[src/cbsc_pkg.sv]
// Shared constants and types for the card bridge system control block.
package cbsc_pkg;
   localparam int unsigned ADDR_W   = 8;
   localparam int unsigned DATA_W   = 32;
   localparam int unsigned CFG_W    = 25;
   localparam logic [7:0]  SYSCTL_ADDR = 8'h80;

   // Bit positions inside the system control register.
   localparam int unsigned B_FLAG     = 25;
   localparam int unsigned B_MODE     = 24;
   localparam int unsigned B_ZERO     = 23;
   localparam int unsigned B_RSVDPIN  = 22;
   localparam int unsigned B_GUARD    = 21;
   localparam int unsigned B_REDVID   = 20;
   localparam int unsigned B_DREQEN   = 19;
   localparam int unsigned B_CHAN_HI  = 18;
   localparam int unsigned B_CHAN_LO  = 16;
   localparam int unsigned B_BURSTDN  = 15;
   localparam int unsigned B_BURSTUP  = 14;
   localparam int unsigned B_ACT      = 13;
   localparam int unsigned B_ONE      = 12;
   localparam int unsigned B_STREAM   = 11;
   localparam int unsigned B_UPDLY    = 10;
   localparam int unsigned B_DNDLY    = 9;
   localparam int unsigned B_PROBE    = 8;
   localparam int unsigned B_AUTOPWR  = 7;
   localparam int unsigned B_IDLECLK  = 6;
   localparam int unsigned B_IDRW     = 5;
   localparam int unsigned B_PARITY   = 4;
   localparam int unsigned B_CDMA     = 3;
   localparam int unsigned B_SUPPLY   = 2;
   localparam int unsigned B_HOLD_CLOCKS_RUNNING  = 1;
   localparam int unsigned B_RING_WAKE_PIN_MUX    = 0;

   localparam logic [CFG_W-1:0] RW_MASK   = 25'h17fc0ff;
   localparam logic [CFG_W-1:0] CFG_RESET = 25'h0448060;
   localparam logic [2:0]       CHAN_NONE = 3'h4;

   // Power switch serial stream timing.
   localparam int unsigned CLK_NS        = 100;
   localparam int unsigned STREAM_BITS   = 8;
   localparam int unsigned BIT_NS        = 1000;
   localparam int unsigned UP_SETTLE_NS  = 300000;
   localparam int unsigned DN_SETTLE_NS  = 100000;
   localparam int unsigned BIT_CYC = (BIT_NS + CLK_NS - 1) / CLK_NS;
   localparam int unsigned UP_CYC  = (UP_SETTLE_NS + CLK_NS - 1) / CLK_NS;
   localparam int unsigned DN_CYC  = (DN_SETTLE_NS + CLK_NS - 1) / CLK_NS;
   localparam int unsigned CNT_W   = 12;

   typedef enum logic [1:0] {
      PS_IDLE   = 2'b00,
      PS_SHIFT  = 2'b01,
      PS_SETTLE = 2'b10
   } cbsc_pwr_state_e;
endpackage

[src/cbsc_cfg_if.sv]
// Carries the stored configuration fields from the register bank to the pins.
`timescale 1ns/1ps
interface cbsc_cfg_if;
   logic [cbsc_pkg::CFG_W-1:0] cfg;
   modport src (output cfg);
   modport dst (input cfg);
endinterface // cbsc_cfg_if

[src/cbsc_pin_ctl.sv]
// Turns the configuration fields into registered pin and control outputs.
`timescale 1ns/1ps
module cbsc_pin_ctl (
   input  wire logic       mclk,
   input  wire logic       rst_n,
   cbsc_cfg_if.dst         cfg_if,
   input  wire logic       card32_present,
   input  wire logic       card16_present,
   input  wire logic       card_idle,
   input  wire logic       card_clk_stopped,
   input  wire logic       card_card_dma_request_line,
   input  wire logic       card_parity_err,
   input  wire logic       legacy_auto_pwr_bit,
   input  wire logic       legacy_mode,
   input  wire logic       mf_central_dma,
   input  wire logic       ring_in,
   input  wire logic       pme_in,
   input  wire logic [3:0] card_addr_hi,
   output logic            rsvd_pin_oe_n,
   output logic [3:0]      upper_card_address_pins_out,
   output logic            upper_card_address_pins_oe_n,
   output logic            card_dma_request_line,
   output logic [2:0]      dma_chan,
   output logic            dma_chan_wide,
   output logic            ring_indicate_out,
   output logic [9:0]      ctl
);
   logic [cbsc_pkg::CFG_W-1:0] c;
   assign c = cfg_if.cfg;

   function automatic logic chan_used(input logic [2:0] ch);
      return ch != cbsc_pkg::CHAN_NONE;
   endfunction

   always_ff @(posedge mclk) begin
      if (!rst_n) begin
         rsvd_pin_oe_n                <= 1'b1;
         upper_card_address_pins_out  <= 4'h0;
         upper_card_address_pins_oe_n <= 1'b1;
         card_dma_request_line        <= 1'b0;
         dma_chan                     <= cbsc_pkg::CHAN_NONE;
         dma_chan_wide                <= 1'b0;
         ring_indicate_out            <= 1'b0;
         ctl                          <= 10'h000;
      end else begin
         rsvd_pin_oe_n <= !(card32_present & c[cbsc_pkg::B_RSVDPIN]);
         upper_card_address_pins_out  <= card_addr_hi;
         upper_card_address_pins_oe_n <= !card16_present |
                                         c[cbsc_pkg::B_REDVID];
         card_dma_request_line <= c[cbsc_pkg::B_DREQEN] & card16_present &
            card_card_dma_request_line &
            chan_used(c[cbsc_pkg::B_CHAN_HI:cbsc_pkg::B_CHAN_LO]);
         dma_chan      <= c[cbsc_pkg::B_CHAN_HI:cbsc_pkg::B_CHAN_LO];
         dma_chan_wide <=
            chan_used(c[cbsc_pkg::B_CHAN_HI:cbsc_pkg::B_CHAN_LO]) &
            c[cbsc_pkg::B_CHAN_HI];
         // Ring takes the pin over a pending wake when both are shared.
         ring_indicate_out <= c[cbsc_pkg::B_RING_WAKE_PIN_MUX] ? pme_in
                              : (ring_in | pme_in);
         ctl[0] <= !c[cbsc_pkg::B_GUARD];
         ctl[1] <= c[cbsc_pkg::B_BURSTDN];
         ctl[2] <= c[cbsc_pkg::B_BURSTUP];
         ctl[3] <= c[cbsc_pkg::B_AUTOPWR] & legacy_auto_pwr_bit;
         ctl[4] <= !(c[cbsc_pkg::B_IDLECLK] & card32_present & card_idle &
                     card_clk_stopped);
         ctl[5] <= !c[cbsc_pkg::B_IDRW];
         ctl[6] <= c[cbsc_pkg::B_PARITY] & card32_present &
                   card_parity_err;
         ctl[7] <= c[cbsc_pkg::B_CDMA] & mf_central_dma;
         ctl[8] <= legacy_mode & !c[cbsc_pkg::B_SUPPLY];
         ctl[9] <= legacy_mode & c[cbsc_pkg::B_SUPPLY];
      end
   end
endmodule // cbsc_pin_ctl

[src/cbsc_pwr_seq.sv]
// Serial power switch stream and settling delay sequencer.
`timescale 1ns/1ps
module cbsc_pwr_seq (
   input  wire logic       mclk,
   input  wire logic       rst_n,
   input  wire logic       start,
   input  wire logic       power_up,
   input  wire logic [7:0] word,
   output logic            sw_clk,
   output logic            sw_data,
   output logic            sw_latch,
   output logic            stream_busy,
   output logic            up_busy,
   output logic            down_busy
);
   cbsc_pkg::cbsc_pwr_state_e   state_q;
   logic [cbsc_pkg::CNT_W-1:0]  cnt_q;
   logic [2:0]                  bit_q;
   logic [7:0]                  sh_q;
   logic                        up_q;
   logic                        last_bit;

   assign last_bit = (cnt_q == '0) &&
                     (bit_q == 3'(cbsc_pkg::STREAM_BITS - 1));

   // A request that arrives while busy is dropped; software polls busy.
   always_ff @(posedge mclk) begin
      if (!rst_n) begin
         state_q <= cbsc_pkg::PS_IDLE;
         cnt_q   <= '0;
         bit_q   <= '0;
         sh_q    <= '0;
         up_q    <= 1'b0;
      end else begin
         unique case (state_q)
            cbsc_pkg::PS_IDLE: begin
               if (start) begin
                  state_q <= cbsc_pkg::PS_SHIFT;
                  cnt_q   <= cbsc_pkg::CNT_W'(cbsc_pkg::BIT_CYC - 1);
                  bit_q   <= '0;
                  sh_q    <= word;
                  up_q    <= power_up;
               end
            end
            cbsc_pkg::PS_SHIFT: begin
               if (last_bit) begin
                  state_q <= cbsc_pkg::PS_SETTLE;
                  cnt_q   <= up_q ? cbsc_pkg::CNT_W'(cbsc_pkg::UP_CYC - 1)
                                  : cbsc_pkg::CNT_W'(cbsc_pkg::DN_CYC - 1);
               end else if (cnt_q == '0) begin
                  cnt_q <= cbsc_pkg::CNT_W'(cbsc_pkg::BIT_CYC - 1);
                  bit_q <= bit_q + 3'h1;
                  sh_q  <= {sh_q[6:0], 1'b0};
               end else begin
                  cnt_q <= cnt_q - 1'b1;
               end
            end
            cbsc_pkg::PS_SETTLE: begin
               if (cnt_q == '0) begin
                  state_q <= cbsc_pkg::PS_IDLE;
               end else begin
                  cnt_q <= cnt_q - 1'b1;
               end
            end
            default: state_q <= cbsc_pkg::PS_IDLE;
         endcase
      end
   end

   assign sw_data     = (state_q == cbsc_pkg::PS_SHIFT) & sh_q[7];
   assign sw_clk      = (state_q == cbsc_pkg::PS_SHIFT) & (cnt_q == '0);
   assign sw_latch    = (state_q == cbsc_pkg::PS_SHIFT) & last_bit;
   assign stream_busy = (state_q != cbsc_pkg::PS_IDLE);
   assign up_busy     = (state_q == cbsc_pkg::PS_SETTLE) & up_q;
   assign down_busy   = (state_q == cbsc_pkg::PS_SETTLE) & !up_q;
endmodule // cbsc_pwr_seq

[src/cbsc_sysctl.sv]
// System control register bank of the card bridge, with status and pin control.
`timescale 1ns/1ps
// Behaviour
// - Mode bit 24 set: socket power write raises a management interrupt pulse.
// - Flag bit 25 sets on that event; writing one clears it.
// - Bit 23 reads zero, bit 12 reads one, writes ignored.
// - Bit 22 with 32-bit card drives reserved pins low, else float.
// - Bit 21 clear enables supply guard for 16-bit cards.
// - Bit 20 floats upper card address pins for 16-bit cards.
// - Bit 19 forwards 16-bit card DMA requests, else ignored.
// - Channel field: 0-3 narrow, 5-7 wide, 4 unused and reset.
// - Bit 15 allows downstream read bursts, reset enabled.
// - Bit 14 allows upstream read bursts, reset disabled.
// - Bit 13 sets on card access, clears when read.
// - Bit 11 busy while power stream is sent and its delay runs.
// - Bit 10 busy during power-up settling after a stream.
// - Bit 9 busy during power-down settling after a stream.
// - Bit 8 shows card interrogation in progress.
// - Bit 7 gates the legacy automatic power switch enable.
// - Bit 6 stops idle 32-bit card state machine clock.
// - Bit 5 clear makes identification registers writable.
// - Bit 4 reports 32-bit card parity errors on system error.
// - Bit 3 enables central DMA when pins are set for it.
// - Bit 2 picks 5 V, clear picks 3.3 V, in legacy mode.
// - Bit 1 keeps both clocks from being stopped.
// - Bit 0 clear shares pin, ring first; set routes wake only.
module cbsc_sysctl (
   input  wire logic        mclk,
   input  wire logic        rst_n,
   input  wire logic [7:0]  bus_addr,
   input  wire logic [31:0] bus_wdata,
   input  wire logic        bus_wr,
   input  wire logic        bus_rd,
   output logic [31:0]      bus_rdata,
   input  wire logic        sock_pwr_wr,
   input  wire logic        sock_pwr_up,
   input  wire logic [7:0]  sock_pwr_word,
   input  wire logic        card_access,
   input  wire logic        card_probe_active,
   input  wire logic        card32_present,
   input  wire logic        card16_present,
   input  wire logic        card_idle,
   input  wire logic        card_clk_stopped,
   input  wire logic        card_card_dma_request_line,
   input  wire logic        card_parity_err,
   input  wire logic        legacy_auto_pwr_bit,
   input  wire logic        legacy_mode,
   input  wire logic        mf_central_dma,
   input  wire logic        ring_in,
   input  wire logic        pme_in,
   input  wire logic [3:0]  card_addr_hi,
   output logic            mgmt_irq,
   output logic            pwr_sw_clk,
   output logic            pwr_sw_data,
   output logic            pwr_sw_latch,
   output logic            rsvd_pin_out,
   output logic            rsvd_pin_oe_n,
   output logic [3:0]      upper_card_address_pins_out,
   output logic            upper_card_address_pins_oe_n,
   output logic            card_dma_request_line,
   output logic [2:0]      dma_chan,
   output logic            dma_chan_wide,
   output logic            ring_indicate_out,
   output logic            supply_guard_en,
   output logic            burst_dn_en,
   output logic            burst_up_en,
   output logic            auto_power_switch_en,
   output logic            cb_sm_clk_en,
   output logic            id_regs_writable,
   output logic            syserr_req,
   output logic            central_dma_en,
   output logic            vcc33_en,
   output logic            vcc5_en,
   output logic            hold_clocks_running
);
   logic [cbsc_pkg::CFG_W-1:0] cfg_q;
   logic [cbsc_pkg::CFG_W-1:0] cfg_d;
   logic                       flag_q;
   logic                       act_q;
   logic                       probe_q;
   logic                       irq_q;
   logic [31:0]                rdata_q;
   logic [31:0]                rd_val;
   logic                       hit;
   logic                       wr_hit;
   logic                       rd_hit;
   logic                       irq_event;
   logic                       stream_busy;
   logic                       up_busy;
   logic                       down_busy;
   logic [9:0]                 ctl;

   cbsc_cfg_if cfg_bus ();

   assign hit       = (bus_addr == cbsc_pkg::SYSCTL_ADDR);
   assign wr_hit    = bus_wr & hit;
   assign rd_hit    = bus_rd & hit;
   assign irq_event = sock_pwr_wr & cfg_q[cbsc_pkg::B_MODE];

   // Only writable positions take bus data; status positions are not stored.
   assign cfg_d = (bus_wdata[cbsc_pkg::CFG_W-1:0] & cbsc_pkg::RW_MASK) |
                  (cfg_q & ~cbsc_pkg::RW_MASK);

   always_ff @(posedge mclk) begin
      if (!rst_n) begin
         cfg_q <= cbsc_pkg::CFG_RESET;
      end else if (wr_hit) begin
         cfg_q <= cfg_d;
      end
   end

   // The event wins over a clearing write in the same cycle.
   always_ff @(posedge mclk) begin
      if (!rst_n) begin
         flag_q <= 1'b0;
      end else if (irq_event) begin
         flag_q <= 1'b1;
      end else if (wr_hit && bus_wdata[cbsc_pkg::B_FLAG]) begin
         flag_q <= 1'b0;
      end
   end

   always_ff @(posedge mclk) begin
      if (!rst_n) begin
         irq_q <= 1'b0;
      end else begin
         irq_q <= irq_event;
      end
   end

   // An access seen in the cycle of the clearing read stays set for next time.
   always_ff @(posedge mclk) begin
      if (!rst_n) begin
         act_q <= 1'b0;
      end else if (card_access) begin
         act_q <= 1'b1;
      end else if (rd_hit) begin
         act_q <= 1'b0;
      end
   end

   always_ff @(posedge mclk) begin
      if (!rst_n) begin
         probe_q <= 1'b0;
      end else begin
         probe_q <= card_probe_active;
      end
   end

   always_comb begin
      rd_val = 32'h0000_0000;
      rd_val[cbsc_pkg::CFG_W-1:0] = cfg_q & cbsc_pkg::RW_MASK;
      rd_val[cbsc_pkg::B_FLAG]   = flag_q;
      rd_val[cbsc_pkg::B_ZERO]   = 1'b0;
      rd_val[cbsc_pkg::B_ONE]    = 1'b1;
      rd_val[cbsc_pkg::B_ACT]    = act_q;
      rd_val[cbsc_pkg::B_STREAM] = stream_busy;
      rd_val[cbsc_pkg::B_UPDLY]  = up_busy;
      rd_val[cbsc_pkg::B_DNDLY]  = down_busy;
      rd_val[cbsc_pkg::B_PROBE]  = probe_q;
   end

   // Read data stand for one cycle only; unmapped reads return zero.
   always_ff @(posedge mclk) begin
      if (!rst_n) begin
         rdata_q <= 32'h0000_0000;
      end else if (rd_hit) begin
         rdata_q <= rd_val;
      end else begin
         rdata_q <= 32'h0000_0000;
      end
   end

   assign bus_rdata = rdata_q;
   assign mgmt_irq  = irq_q;

   assign cfg_bus.cfg = cfg_q;

   cbsc_pwr_seq u_pwr (
      .mclk        (mclk),
      .rst_n       (rst_n),
      .start       (sock_pwr_wr),
      .power_up    (sock_pwr_up),
      .word        (sock_pwr_word),
      .sw_clk      (pwr_sw_clk),
      .sw_data     (pwr_sw_data),
      .sw_latch    (pwr_sw_latch),
      .stream_busy (stream_busy),
      .up_busy     (up_busy),
      .down_busy   (down_busy)
   );

   cbsc_pin_ctl u_pins (
      .mclk                         (mclk),
      .rst_n                        (rst_n),
      .cfg_if                       (cfg_bus),
      .card32_present               (card32_present),
      .card16_present               (card16_present),
      .card_idle                    (card_idle),
      .card_clk_stopped             (card_clk_stopped),
      .card_card_dma_request_line                    (card_card_dma_request_line),
      .card_parity_err              (card_parity_err),
      .legacy_auto_pwr_bit          (legacy_auto_pwr_bit),
      .legacy_mode                  (legacy_mode),
      .mf_central_dma               (mf_central_dma),
      .ring_in                      (ring_in),
      .pme_in                       (pme_in),
      .card_addr_hi                 (card_addr_hi),
      .rsvd_pin_oe_n                (rsvd_pin_oe_n),
      .upper_card_address_pins_out  (upper_card_address_pins_out),
      .upper_card_address_pins_oe_n (upper_card_address_pins_oe_n),
      .card_dma_request_line        (card_dma_request_line),
      .dma_chan                     (dma_chan),
      .dma_chan_wide                (dma_chan_wide),
      .ring_indicate_out            (ring_indicate_out),
      .ctl                          (ctl)
   );

   // The reserved terminals are only ever pulled low, never driven high.
   assign rsvd_pin_out         = 1'b0;
   assign supply_guard_en      = ctl[0];
   assign burst_dn_en          = ctl[1];
   assign burst_up_en          = ctl[2];
   assign auto_power_switch_en = ctl[3];
   assign cb_sm_clk_en         = ctl[4];
   assign id_regs_writable     = ctl[5];
   assign syserr_req           = ctl[6];
   assign central_dma_en       = ctl[7];
   assign vcc33_en             = ctl[8];
   assign vcc5_en              = ctl[9];
   // Combinational so a clock stop request is refused in the same cycle.
   assign hold_clocks_running  = cfg_q[cbsc_pkg::B_HOLD_CLOCKS_RUNNING];
endmodule // cbsc_sysctl

[config.mk]
export PLATFORM = sky130hd
export DESIGN_NAME = cbsc_sysctl
export DESIGN_NICKNAME = d
export VERILOG_FILES = /design/src/cbsc_pkg.sv /design/src/cbsc_cfg_if.sv /design/src/cbsc_pin_ctl.sv /design/src/cbsc_pwr_seq.sv /design/src/cbsc_sysctl.sv
export SDC_FILE = /design/constraint.sdc
export NUM_CORES = 1
export LEC_CHECK = 0
export BUFFER_PORTS_ARGS = -buffer_cell sky130_fd_sc_hd__buf_2
export CELL_PAD_IN_SITES_DETAIL_PLACEMENT = 1
export CELL_PAD_IN_SITES_GLOBAL_PLACEMENT = 2
export CORE_MARGIN = 8
export CORE_UTILIZATION = 31
export DETAILED_ROUTE_END_ITERATION = 16
export PLACE_DENSITY = 0.93
export SYNTH_ARGS = -nofsm -noshare
export SYNTH_HDL_FRONTEND = slang
export SYNTH_SLANG_ARGS = --single-unit
export TNS_END_PERCENT = 20
[constraint.sdc]
create_clock -name mclk -period 6.9 [get_ports mclk]
set_input_delay 0.345 -clock mclk [delete_from_list [all_inputs] [get_ports mclk]]
set_output_delay 0.345 -clock mclk [all_outputs]
set_load 0.02 [all_outputs]
**After elaboration in Yosys (flattened, before gate mapping)**

Index checks and enable logic that the tools add are counted.

- Bits in registers: 109
- Bits of input ports: 71
- Output and inout port bits: 60
- Logic and storage cells: 103

- Add/subtract/negate cells: 2
- Equal/unequal tests: 11
- Multiplexer cells: 24
- Bitwise gates (word level): 25
- Reduce and logical (&&, ||, !) cells: 21

Operator list:

| operator | number |
|---|---|
| $mux W12 | 5 |
| $pmux W12 S3 | 1 |
| $or A25 B24 Y25 | 1 |
| $mux W8 | 3 |
| $and A1 B1 Y1 | 22 |
| $pmux W8 S2 | 1 |
| $mux W13 | 1 |
| $logic_not A12 Y1 | 1 |
| $sub A12 B1 Y12 const B | 1 |
| $mux W3 | 3 |
| $eq A8 B8 Y1 const B | 1 |
| $reduce_bool A2 Y1 | 4 |
| $logic_not A1 Y1 | 7 |
| $mux W2 | 3 |
| $ne A2 B1 Y1 const B | 3 |
| $ne A2 B2 Y1 const B | 3 |
| $pmux W2 S3 | 1 |
| $pmux W3 S2 | 1 |
| $reduce_and A3 Y1 | 2 |
| $mux W1 | 5 |
| $reduce_and A2 Y1 | 2 |
| $reduce_and A4 Y1 | 1 |
| $add A3 B1 Y3 const B | 1 |
| $eq A3 B3 Y1 const B | 1 |
| other kinds (7) | 9 |

**Logic depth before layout (Yosys ltp)**

- Depth in word-level cells: 5
- Mapped depth: 9
- Depth with buffers taken out: 7

**Modules after synthesis**

Synthesis repeated with hierarchy kept, for this count alone.

- Cell total of the unflattened synthesis: 412
- Area, all modules: 3947.5 um^2

By module, submodules not included:

| module | instances | cells each | area each (um^2) | sequential area each (um^2) |
|---|---|---|---|---|
| cbsc_sysctl | 1 | 158 | 1672.9 | 940.9 |
| cbsc_pwr_seq | 1 | 202 | 1661.6 | 520.5 |
| cbsc_pin_ctl | 1 | 52 | 613.1 | 440.4 |

**Least setup slack after synthesis**

Ideal clock, no wire load.

- Path type: register to register
- Start: reg u_pwr.cnt_q[0] (netlist name)
- End: reg u_pwr.state_q[0]
- Setup time: 116 ps
- Arrival: 2164 ps
- Required time: 6784 ps
- Path slack: 4620 ps
- Cell stages (with the launch flop): 8
- Path buffers: 1
- Period minus slack after synthesis: 2280 ps
- Path through: dfxtp_1 -> inv_1 -> ha_1 -> or4b_4 -> or4_1 -> buf_2 -> a221o_1 -> o211a_1

- Longest elaborated chain between the ends: 4
- Elaborated cells between the ends (all ways): 5
- Classes of those cells: eq/ne: 2; reduce/logical: 3

Ends and longest elaborated chain:

| element | line | source |
|---|---|---|
| start: declaration | cbsc_pwr_seq.sv:17 | `logic [cbsc_pkg::CNT_W-1:0] cnt_q;` |
| start signal: assignment | cbsc_pwr_seq.sv:39 | `cnt_q <= cbsc_pkg::CNT_W'(cbsc_pkg::BIT_CYC - 1);` |
| start signal: assignment | cbsc_pwr_seq.sv:48 | `cnt_q <= up_q ? cbsc_pkg::CNT_W'(cbsc_pkg::UP_CYC - 1)` |
| start signal: assignment | cbsc_pwr_seq.sv:51 | `cnt_q <= cbsc_pkg::CNT_W'(cbsc_pkg::BIT_CYC - 1);` |
| $logic_not A12 Y1 * | cbsc_pwr_seq.sv:23, cbsc_pwr_seq.sv:59 |  |
| $logic_and A1 B1 Y1 | cbsc_pwr_seq.sv:23 | `assign last_bit = (cnt_q == '0) &&` |
| $ne A2 B1 Y1 (no source line) | -- |  |
| $reduce_and A3 Y1 (no source line) * | -- |  |
| end signal: assignment | cbsc_pwr_seq.sv:29 | `state_q <= cbsc_pkg::PS_IDLE;` |
| end signal: assignment | cbsc_pwr_seq.sv:60 | `state_q <= cbsc_pkg::PS_IDLE;` |
| end signal: assignment | cbsc_pwr_seq.sv:65 | `default: state_q <= cbsc_pkg::PS_IDLE;` |
| end: declaration | cbsc_pwr_seq.sv:16 | `cbsc_pkg::cbsc_pwr_state_e state_q;` |

Mark *: on every way between the ends. The rest lies on a longest branch, timed or not.
A chain may end at the register's enable or synchronous reset.

**Worst setup path after layout**

- Start: reg u_pwr.cnt_q[0] (netlist name)
- End: out pwr_sw_clk

- Longest elaborated chain between the ends: 2

Ends and longest elaborated chain:

| element | line | source |
|---|---|---|
| $logic_not A12 Y1 | cbsc_pwr_seq.sv:71 | `assign sw_clk = (state_q == cbsc_pkg::PS_SHIFT) & (cnt_q == '0);` |
| $and A1 B1 Y1 | cbsc_pwr_seq.sv:71 |  |
| end: declaration | cbsc_sysctl.sv:53 | `output logic pwr_sw_clk,` |

Every way passes these cells.

==> flow_metrics.py <==
metrics = {
    "run_status": {
        "outcome": "completed",
    },
    "yosys": {
        "ys_seq_area_frac": 0.518,
        "yosysWarningCount": 0,
        "synth_edf_count": 0,
        "yosys.cell_count.top_type": "dfxtp_1",
        "synth_common_cells": "dfxtp_1 (95), nand2_1 (54), and2_1 (29)",
        "netlist_area_um2": 3670,
        "ys_ff_latch": 95,
        "yosysTopAreaCellShare": 0.518,
        "synth.distinct_cells": 55,
        "async_reset_ff_frac": 0,
        "synth_ff_type": "dfxtp_1",
        "avgSynthCellArea_um2": 9.34,
        "synth_cells": 393,
        "yosys.area.top_type": "dfxtp_1",
        "synthTopCellsByArea": "dfxtp_1 (52%), nand2_1 (5.5%), and2_1 (4.9%), a21oi_1 (3.1%), ha_1 (2.7%)",
    },
    "timing": {
        "finClkSkew_ns": 0.00722,
        "slew_headroom": 0.351,
        "fin_crit_sh": 0.418,
        "slew_violations": 0,
        "period_needed_ns": 2.88,
        "hold_viol_final": 0,
        "worst_pin_slew_ns": 0.965,
        "finalSetupViolCount": 0,
        "fin_setup_tns_ns": 0,
        "rsz0062_at_grt": "false",
        "fin_ws_ns": 4.02,
        "fmax_ghz": 0.347,
    },
    "clocking": {
        "root_buffer": "clkbuf_16",
        "post_cts_resized": 0,
        "htree_levels": 3,
        "numClockSinks": 95,
        "tritoncts": "done",
        "clk_latency_ns": 0.34,
        "cts_setup_buffers": 0,
        "clockBufferDepth": 2,
        "path_clk_slew_ns": 0.07,
        "cts_buffers": 9,
        "ctsHoldBuffers": 0,
    },
    "cells_and_area": {
        "final_nets": 572,
        "area_delta_synth_final_pct": 24.2,
        "drive_gt1_frac": 0.286,
        "fin_util": 0.396,
        "num_antenna_cells": 0,
    },
    "route": {
        "via_count": 3212,
        "drt_iter0_drc": 163,
        "ant_nets": 0,
        "wl_mm": 10.8,
        "dr.pass1.iters": 4,
        "avgRoutedWirePerCell_um": 17.0,
        "avgViaCountPerCell": 5.03,
        "drc": 0,
    },
    "worst_setup_path": {
        "r2r_slack_ns": 4.05,
        "rr_worst_depth": 8,
        "crit_type": "flip-flop to output pin",
        "regToRegEndpoint": "u_pwr.cnt_q[7]",
        "setup.worst_path.end_class": "output pin",
        "start_kind": "flip-flop",
        "worstPathArrival_ns": 2.54,
        "reg2reg_from": "u_pwr.state_q[1]",
        "cp_max_fo": 7,
        "cp_data_required_time_ns": 6.55,
    },
    "floorplan": {
        "die_area_um2": 15600,
        "pin_count": 131,
        "row_count": 39,
        "core_um2": 11500,
        "chipWidth_um": 125,
        "start_util": 0.319,
        "die_y_um": 125,
    },
    "placement": {
        "place.gp.congestion": 0.780,
        "dp_slack_ns": 4.04,
        "dp.final_hpwl_mm": 8.06,
        "port-buffer-count": 109,
    },
    "grt": {
        "grtUsageTotal": 0.144,
        "grt_max_degree": 54,
        "grt_antenna_before_repair": 0,
        "grt_first_pass_wirelength_mm": 18.2,
        "grt_overflow": 0,
        "first_global_vias": 3588,
    },
    "min_path": {
        "worstHoldPathType": "primary input to flip-flop",
        "hold_end": "u_pins.upper_card_address_pins_oe_n",
        "whs_path_depth": 2,
        "hold_start": "card16_present",
    },
    "power_and_ir_drop": {
        "leakage_uw": 0.00205,
        "vdd_drop_max_v": 0.000151,
        "powerDensity_nw_per_um2": 253,
    },
    "run": {
        "drv_cap": 0,
    },
}
==> stage by stage <==
stage	instance area, um2	hold WS (ns)	power (uW)	instances
floorplan	3700	0.376	670	400
global placement	4290	0.387	703	625
detailed placement	4290	0.392	708	625
CTS	4560	0.189	1170	639
global route	4560	0.193	1210	639
finish	4560	0.200	1160	639
==> state kept, by name, summed over array words and instances, names as in the netlist, 2 cells and up <==
signal / flops
bus_rdata: 25
cfg_bus.cfg: 18
u_pins.ctl: 10
u_pins.dma_chan: 3
u_pins.upper_card_address_pins_out: 4
u_pwr.bit_q: 3
u_pwr.cnt_q: 12
u_pwr.sh_q: 8
u_pwr.state_q: 2
==> per-layer routing <==
metal,up-vias,wire (um),track usage,share of wire
met5,-,0,0,0
li1,1555,-,-,-
met4,0,243,0.0745,0.022
met2,93,5470,0.250,0.50
met3,14,611,0.0437,0.056
met1,1550,4510,0.156,0.42
==> worst max path at each step <==
| stage | start | endpoint | slack (ns) | depth (start not counted) |
|---|---|---|---|---|
| 6_report | u_pwr.cnt_q[0] | pwr_sw_clk | 4.02 | 7 |
| 5_1_grt | u_pwr.state_q[1] | u_pwr.cnt_q[7] | 3.82 | 8 |
| 4_1_cts | u_pwr.state_q[1] | u_pwr.cnt_q[7] | 4.01 | 8 |
| 3_5_place_dp | u_pwr.state_q[0] | u_pwr.cnt_q[7] | 4.04 | 8 |
| 3_3_place_gp | u_pwr.state_q[1] | u_pwr.cnt_q[7] | 4.13 | 8 |
| 2_1_floorplan | u_pwr.cnt_q[0] | u_pwr.state_q[0] | 4.62 | 7 |
==> cell type report <==
class / instances / area (um2)
Multi-Input combinational cell: 262 / 1590
Sequential cell: 95 / 1900
Clock inverter: 4 / 30.0
Fill cell: 1384 / 6950
Inverter: 12 / 45.0
Clock buffer: 10 / 239
Tap cell: 143 / 179
Timing Repair Buffer: 113 / 576
==> logic make-up after synthesis <==
family          count (synthesis)  share of synthesized area
other cells                     1                    0.00102
flops                          95                      0.518
simple gates                  166                      0.240
fa+ha+maj                       8                     0.0273
xor+xnor                        2                    0.00477
compound gates                 77                      0.151
buf+inv                        43                     0.0559
mux                             1                    0.00307
==> worst max-delay path, stage by stage (launching register included) <==
cell and delay, ns:
dfxtp_1 0.37, inv_1 0.11, ha_1 0.18, or4b_4 0.51
nor4_1 0.58, nand2_1 0.20, inv_1 0.08, buf_2 0.16
==> where the power goes <==
part	internal, uW	total, uW	leakage [uW]	switching (uW)
Clock	252	461	0.000131	209
Sequential	562	572	0.000772	9.58
Combinational	49.7	123	0.00115	73.7
==> placed cells by master, fill, tap and decap left out, types with 4 or more instances in the layout <==
master,n
dfxtp_1,95
o21a_1,9
nor3_1,8
clkbuf_16,9
nand3_1,12
and2_1,29
and3_1,9
buf_4,4
nor4_1,4
a21oi_1,23
o22ai_1,4
or3_1,7
o221a_2,8
nand4_1,4
nor2_1,20
conb_1,8
o211ai_1,4
nand2_1,54
o21ai_0,7
inv_1,11
buf_2,109
o311a_1,4
ha_1,8
No activity file was read; power rests on OpenSTA's default activity.
